$ cat src/aocc_pkg.sv
// Constants, register map and field layout for the angle output clamp block.
// Assumes one core clock; registers are written by the one-wire front end.
// Overview of operation
// - Clamp words bits 12..0 are unsigned DAC codes, usable 256 to 4864.
// - Undefined clamp bits written zero by host; lower word bit 15 reads zero.
// - DAC scale is ratiometric; code 5120 equals full supply.
// - Gain upper part is bits 5..0 at 9h, weights 2^4 to 2^-1.
// - Gain lower part is bits 12..0 at Ah, weights 2^-2 to 2^-14.
// - Top bits at Ah hold diagnostic level and slope, not gain.
// - Switch point is bits 15..6 at 9h, fraction of 180 degrees.
// - Angle above switch point with rising slope outputs the lower clamp.
// - Zero angle is 16-bit unsigned fraction of 180 degrees.
package aocc_pkg;
	localparam logic [3:0]  ADDR_GAIN_HI   = 4'h9;
	localparam logic [3:0]  ADDR_GAIN_LO   = 4'ha;
	localparam logic [3:0]  ADDR_LIM_LO    = 4'hb;
	localparam logic [3:0]  ADDR_LIM_HI    = 4'hc;
	localparam logic [15:0] RST_GAIN_HI    = 16'hffc1;
	localparam logic [15:0] RST_GAIN_LO    = 16'h0400;
	localparam logic [15:0] RST_LIM_LO     = 16'h0100;
	localparam logic [15:0] RST_LIM_HI     = 16'h1300;
	localparam int          CODE_MSB       = 12;
	localparam int          GAIN_HI_MSB    = 5;
	localparam int          SW_LSB         = 6;
	localparam int          SLOPE_BIT      = 13;
	localparam int          DIAG_LSB       = 14;
	localparam logic [12:0] CODE_MIN       = 13'h0100;
	localparam logic [12:0] CODE_MAX       = 13'h1300;
	localparam logic [12:0] CODE_FULL      = 13'h1400;
	localparam logic [13:0] DAC_SPAN       = 14'h2000;
	localparam int          GAIN_FRAC      = 14;
	localparam logic [15:0] LIM_LO_RD_MASK = 16'h7fff;
endpackage : aocc_pkg

$ cat src/aocc_scale.sv
// Scales a zero-corrected angle by the span gain and limits to the clamps.
// Assumes stable configuration inputs; one cycle of latency.
`timescale 1ns/100ps
`default_nettype none
module aocc_scale (
	input  wire logic        sys_clk_i,
	input  wire logic        srst_i,
	input  wire logic [15:0] angle_i,
	input  wire logic [19:0] gain_i,
	input  wire logic [12:0] lim_lo_i,
	input  wire logic [12:0] lim_hi_i,
	output logic      [12:0] code_o
);
	logic [35:0] prod;
	logic [21:0] scaled;
	logic [22:0] sum;
	logic [12:0] code_nxt;
	always_comb begin
		// Angle fraction times 65536 times gain, gain has 14 fraction bits
		prod   = {20'h00000, angle_i} * {16'h0000, gain_i};
		scaled = prod[35:14];
		sum    = {1'b0, scaled} + {10'h000, lim_lo_i};
		if (sum > {10'h000, lim_hi_i})
			code_nxt = lim_hi_i;
		else
			code_nxt = sum[12:0];
	end
	always_ff @(posedge sys_clk_i) begin
		if (srst_i)
			code_o <= aocc_pkg::RST_LIM_LO[12:0];
		else
			code_o <= code_nxt;
	end
endmodule : aocc_scale
`default_nettype wire

$ cat src/aocc_top.sv
// Configuration words and angle-to-code transfer for one output channel.
// Assumes a word write/read port from the one-wire front end, same clock.
`timescale 1ns/100ps
`default_nettype none
module aocc_top (
	input  wire logic        sys_clk_i,
	input  wire logic        srst_i,
	input  wire logic [3:0]  reg_addr_i,
	input  wire logic        reg_wr_i,
	input  wire logic [15:0] reg_wdata_i,
	input  wire logic [15:0] zero_angle_i,
	input  wire logic [15:0] angle_i,
	output logic      [15:0] reg_rdata_o,
	output logic      [12:0] dac_code_o,
	output logic      [1:0]  diag_level_o,
	output logic             slope_fall_o
);
	logic [15:0] gain_hi_r;
	logic [15:0] gain_lo_r;
	logic [15:0] lim_lo_r;
	logic [15:0] lim_hi_r;
	logic [15:0] rdata_nxt;
	logic [19:0] gain;
	logic [9:0]  sw_point;
	logic [15:0] offs_angle;
	logic [15:0] offs_angle_r;
	logic [12:0] scaled_code;
	logic        past_sw_r;
	logic [12:0] dac_nxt;

	always_ff @(posedge sys_clk_i) begin
		if (srst_i) begin
			gain_hi_r <= aocc_pkg::RST_GAIN_HI;
			gain_lo_r <= aocc_pkg::RST_GAIN_LO;
			lim_lo_r  <= aocc_pkg::RST_LIM_LO;
			lim_hi_r  <= aocc_pkg::RST_LIM_HI;
		end else if (reg_wr_i) begin
			case (reg_addr_i)
				aocc_pkg::ADDR_GAIN_HI: gain_hi_r <= reg_wdata_i;
				aocc_pkg::ADDR_GAIN_LO: gain_lo_r <= reg_wdata_i;
				aocc_pkg::ADDR_LIM_LO:  lim_lo_r  <= reg_wdata_i;
				aocc_pkg::ADDR_LIM_HI:  lim_hi_r  <= reg_wdata_i;
				default: ;
			endcase
		end
	end

	always_comb begin
		case (reg_addr_i)
			aocc_pkg::ADDR_GAIN_HI: rdata_nxt = gain_hi_r;
			aocc_pkg::ADDR_GAIN_LO: rdata_nxt = gain_lo_r;
			aocc_pkg::ADDR_LIM_LO:
				rdata_nxt = lim_lo_r & aocc_pkg::LIM_LO_RD_MASK;
			aocc_pkg::ADDR_LIM_HI:  rdata_nxt = lim_hi_r;
			default:                rdata_nxt = 16'h0000;
		endcase
	end

	always_ff @(posedge sys_clk_i) begin
		if (srst_i)
			reg_rdata_o <= 16'h0000;
		else
			reg_rdata_o <= rdata_nxt;
	end

	// Gain: 6 upper bits then 13 lower bits, binary point 14 from bottom
	assign gain = {1'b0, gain_hi_r[aocc_pkg::GAIN_HI_MSB:0],
		gain_lo_r[aocc_pkg::CODE_MSB:0]};
	assign sw_point = gain_hi_r[15:aocc_pkg::SW_LSB];
	// Angle and zero share one scale, wrap modulo 180 degrees
	assign offs_angle = angle_i - zero_angle_i;

	always_ff @(posedge sys_clk_i) begin
		if (srst_i) begin
			offs_angle_r <= 16'h0000;
			past_sw_r    <= 1'b0;
		end else begin
			offs_angle_r <= offs_angle;
			past_sw_r    <= offs_angle[15:6] > sw_point;
		end
	end

	aocc_scale u_scale (
		.sys_clk_i (sys_clk_i),
		.srst_i    (srst_i),
		.angle_i   (offs_angle_r),
		.gain_i    (gain),
		.lim_lo_i  (lim_lo_r[aocc_pkg::CODE_MSB:0]),
		.lim_hi_i  (lim_hi_r[aocc_pkg::CODE_MSB:0]),
		.code_o    (scaled_code)
	);

	logic past_sw_d_r;
	always_ff @(posedge sys_clk_i) begin
		if (srst_i)
			past_sw_d_r <= 1'b0;
		else
			past_sw_d_r <= past_sw_r;
	end

	always_comb begin
		if (past_sw_d_r)
			dac_nxt = lim_lo_r[aocc_pkg::CODE_MSB:0];
		else
			dac_nxt = scaled_code;
		// Falling slope mirrors code about the clamp window
		if (gain_lo_r[aocc_pkg::SLOPE_BIT])
			dac_nxt = lim_hi_r[12:0] - dac_nxt + lim_lo_r[12:0];
	end

	// Code units are 1/5120 of supply
	always_ff @(posedge sys_clk_i) begin
		if (srst_i) begin
			dac_code_o   <= aocc_pkg::RST_LIM_LO[12:0];
			diag_level_o <= 2'h0;
			slope_fall_o <= 1'b0;
		end else begin
			dac_code_o   <= dac_nxt;
			diag_level_o <= gain_lo_r[15:aocc_pkg::DIAG_LSB];
			slope_fall_o <= gain_lo_r[aocc_pkg::SLOPE_BIT];
		end
	end
endmodule : aocc_top
`default_nettype wire
$ cat config.mk
export PLATFORM = sky130hd
export DESIGN_NAME = aocc_top
export DESIGN_NICKNAME = d
export VERILOG_FILES = /design/src/aocc_pkg.sv /design/src/aocc_scale.sv /design/src/aocc_top.sv
export SDC_FILE = /design/constraint.sdc
export NUM_CORES = 1
export LEC_CHECK = 0
export ABC_AREA = 1
export ABC_CLOCK_PERIOD_IN_PS = 27000
export BUFFER_PORTS_ARGS = -buffer_cell sky130_fd_sc_hd__buf_2
export CAP_MARGIN = 20
export CORE_ASPECT_RATIO = 0.5
export CORE_MARGIN = 4
export CORE_UTILIZATION = 60
export DETAILED_ROUTE_END_ITERATION = 8
export PLACE_DENSITY = 0.78
export SYNTH_ARGS = -nofsm -noshare
export SYNTH_HDL_FRONTEND = slang
export SYNTH_HIERARCHICAL = 1
export SYNTH_SLANG_ARGS = --single-unit
$ cat constraint.sdc
create_clock -name sys_clk_i -period 27 [get_ports sys_clk_i]
set_input_delay 5.4 -clock sys_clk_i [delete_from_list [all_inputs] [get_ports sys_clk_i]]
set_output_delay 5.4 -clock sys_clk_i [all_outputs]
set_load 0.05 [all_outputs]
==> results summary <==
The run finished with clean final reports. The number of buffers created by CTS came out at 17. The total number of placement rows came out at 46. In this run the most critical hold path is launched from past_sw_r.

For hold timing, the worst endpoint is past_sw_d_r. The largest individual stage delay along the critical path comes from the cell dfxtp_1. Setup violations remaining at the end of the flow were counted as 0. After detailed routing, the total wire length is 53900 um. Setup repair after global routing left no endpoint under its margin. The peak ir drop on the vdd network is 51.3 uV. The max-slew violation count came out at 0.

For the worst setup path, the data arrival time is roughly 11 ns. The total iterations of the first detailed-routing run came out at 8. The total non-filler cell area in the finished layout is 20600 um2.

The total standard cell area after synthesis came out at 19400 um2. Counting instances, the worst hold path has a depth of 2. The DRC violations left is 0. The congestion estimate from routability-driven global placement came to 0.962. The CTS tree is yes. The internal portion of total power is 565 uW. A synthesized cell averages 6.98 um2.

The die footprint is 35400 um2. The path class of the lowest-slack min-delay path is register to register. The number of gates given a new drive strength after cts is 0.

The sequential cell area in the final layout is 2520 um2. The fraction of registers with async set/reset came out at 0%. The most common library cell in the layout ignoring fill and taps is nand2_1. The via count is 17400. The portion of total power attributed to combinational logic came out at 57.8%. The post-synthesis instance total came out at 2775. Dividing the detail-routed wire length by the instance count gives 16.7 um. The post-detailed-placement half-perimeter wirelength is between 40000 and 50000 um. The critical path's largest stage delay is just over 0.9 ns. The post-route antenna net violation count is 0.

The minimum setup slack among reg-to-reg paths came out at 16.74 ns. After synthesis, the netlist uses 49 different library cells. The die is 262 um wide. The post-synthesis xor/xnor area fraction came out at 1.40%. The area of combinational cells with multiple inputs is 13600 um2. In this run the deepest clock path goes through 2 buffers. The number of global-route vias before repair is 16800. The worst register-to-register path begins at gain_lo_r[1]. The tree is rooted in a clkbuf_16.

The Yosys step of the flow raised 6 warnings. Of all cell types, the one taking the most synthesized area is fa_1. The number of instances in the placed design is 3199. At the pin with the least slew margin, the transition time is 0.926 ns. The core box area is 31800 um2.

The number of max-capacitance violations reported is 0. The final-layout fill cell count came out at 2841. The number of cell instances on the worst register-to-register path came out at 37. The initial antenna violation count came to 2.

The switching part of the total power came out at 49.8%. The endpoint identified for the worst register-to-register timing path is u_scale/code_o[7]. In this run the power spent charging and discharging nets is 561 uW.

The number of storage elements in the synthesis netlist came out at roughly 130. Among cell families on the critical path, the largest total delay comes from adder cells. The library cells used most frequently in the layout, excluding fill and tap cells, are 732 x nand2_1, 724 x inv_1, 263 x fa_1. The share of synthesized area occupied by flip-flops and latches is 13.0%. The vertical die dimension came out at 135 um.

The number of I/O port buffers is 86. STA classifies the critical path startpoint as a register. The worst setup path is captured at a register. The final-layout setup total negative slack came out at 0 ns. After synthesis, the largest family of logic cells by area is adder cells. The post-synthesis share of cell area spent on full adders, half adders and majority gates came out at a little under two fifths. Summed over all cells, the static leakage comes to 12.0 nW. The area share of the largest cell type after synthesis is 27.2%. On the final layout, the worst clock skew is 0.0161 ns. In this run, flip-flops and latches consume 20.4% of the power. Buffers inserted to repair hold after CTS numbered 0.

The predominant post-synthesis flop cell is dfxtp_1. Ranked by total cell area, the synthesized netlist is headed by fa_1 27%, nand2_1 14%, inv_1 14%. The total clock sinks is 126.

The clock share of power is 21.8%. The relative slew slack came out at 38.2%. The number of non-filler instances in the completed layout is 3233.

The number of enable-type register cells in the synthesized netlist is 0. The first-pass GRT wire length is 86600 um. After Yosys synthesis, and, or, nand and nor cells account for 22.5% of the synthesized area. The post-synth net total came out at 3264. The portion of netlist area occupied by mux cells came out at 0%. The total overflow reported by the global router came out at 0. The first-iteration detailed-routing DRC count came out at 1523.

After detailed placement, the total cell area comes to 20000 um2. Overall power consumption after layout is estimated at 1.13 mW. The detailed-route vias per instance came out at 5.38. The post-CTS setup buffer count came out at 0.

At the end of the flow, the number of nets in the layout was 3275. The total routing resource utilization after global routing is 31.0%. The power density of the placed cells came out at 54.7 nW/um2. The register clock-pin slew on the reported worst setup and hold paths came out at 0.07 ns. The starting utilization of the core area came out at 61.0%.

The worst path uses between 30% and 40% of the clock period. The worst-path maximum fanout is 16. The setup path with the least slack is of type register to register. For the worst-skew pair, the clock arrives at the later sink with an insertion delay of 0.43 ns. The compound-gate portion of the synthesized area is 8.25%.

The top-level I/O count came out at between 80 and 90. Compared with the post-synthesis result, the final layout area differs by 6.13%. Static timing analysis puts the maximum clock frequency at 0.0974 GHz.

The pin count of the biggest net entering global routing is 57. The buffer and inverter count on the worst path came out at 4. The count of endpoints failing hold in the final timing report is 0.

The layout cell share with drive strength beyond 1 came out at under 10%. For the worst setup path, the data required time is 27.32 ns. The time the worst path needs with I/O delays and setup came out at 10.26 ns. The H-tree generated during clock tree synthesis spans 4 levels.
[area by class of cell]
| class | instances | share of cell area, % |
|---|---|---|
| Timing Repair Buffer | 94 | 2.38 |
| Sequential cell | 126 | 12.3 |
| Multi-Input combinational cell | 1812 | 66.3 |
| Inverter | 735 | 13.4 |
| Clock inverter | 14 | 0.827 |
| Clock buffer | 18 | 2.14 |
| Antenna cell | 2 | 0.0243 |
| Tap cell | 432 | 2.63 |
[sequential cells by signal (all words and copies together), names as in the netlist]
register,count
lim_lo_r,15
offs_angle_r,16
slope_fall_o,1
dac_code_o,13
past_sw_r,1
gain_hi_r,16
lim_hi_r,16
gain_lo_r,16
reg_rdata_o,16
past_sw_d_r,1
u_scale/code_o,13
diag_level_o,2
[tightest hold or removal path, cell delays in order, from the launching register on]
cell     delay, ns
dfxtp_1       0.31
inv_1         0.05
nor2_1        0.04
[per-stage QoR]
| step | utilization (%) | hold WS, ns | worst slack, ns |
|---|---|---|---|
| global route | 64.7 | 0.458 | 16.39 |
| global placement | 62.8 | 0.421 | 17.32 |
| CTS | 64.7 | 0.427 | 16.98 |
| floorplan | - | 0.388 | 18.53 |
| detailed placement | 62.8 | 0.405 | 17.14 |
| finish | 64.7 | 0.439 | 16.74 |
[per-layer routing]
| layer | global-route usage [%] | vias up | routed length (um) |
|---|---|---|---|
| met5 | 0 | - | 0 |
| met4 | 9.57 | 0 | 1600 |
| met3 | 6.69 | 110 | 5350 |
| met2 | 48.7 | 799 | 24000 |
| met1 | 43.5 | 8250 | 23000 |
| li1 | - | 8229 | - |
[how the worst max path moves through the flow]
stage | startpoint | end | slack [ns] | cells after the start
after CTS | gain_lo_r[1] | u_scale/code_o[7] | 16.98 | 37
after floorplan | gain_lo_r[5] | u_scale/code_o[5] | 18.53 | 44
after global routing | offs_angle_r[9] | u_scale/code_o[1] | 16.39 | 41
final | gain_lo_r[1] | u_scale/code_o[7] | 16.74 | 37
after global placement | offs_angle_r[15] | u_scale/code_o[3] | 17.32 | 37
after detailed placement | offs_angle_r[15] | u_scale/code_o[0] | 17.14 | 37
[kinds of logic after synthesis]
group,Yosys count
and+or+nand+nor,1053
buffers and inverters,837
adders and majority gates,434
AOI/OAI and AO/OA,293
DFF,126
xor gates and xnor gates,31
other,1
[power by group through the flow]
stage	combinational [mW]	clock (mW)	sequential, mW
final	0.651	0.246	0.229
after global routing	0.726	0.254	0.231
after CTS	0.638	0.247	0.228
after detailed placement	0.628	0	0.231
after global placement	0.617	0	0.231
after floorplan	0.468	0	0.224
[synthesized netlist by cell type (2+ instances only)]
cell type	count
clkinv_1	2
nor4_1	2
nor2_4	5
a21oi_2	3
fa_1	263
nor2_2	10
nand4_1	18
and2_1	3
buf_2	11
nand3b_1	6
inv_2	8
nor3_1	11
dfxtp_1	126
buf_6	6
o22ai_1	33
clkbuf_1	77
nand3_1	82
nand3_2	7
o21ai_0	80
a21o_1	6
inv_1	725
buf_1	3
buf_4	4
nand2_2	16
nand2_1	732
xor2_1	21
o21bai_1	10
o21ai_1	16
ha_1	171
xnor2_1	10
o211ai_1	6
a31oi_1	5
nand2_4	2
a21oi_1	128
nor2_1	153
No activity file was read; power rests on OpenSTA's default activity.
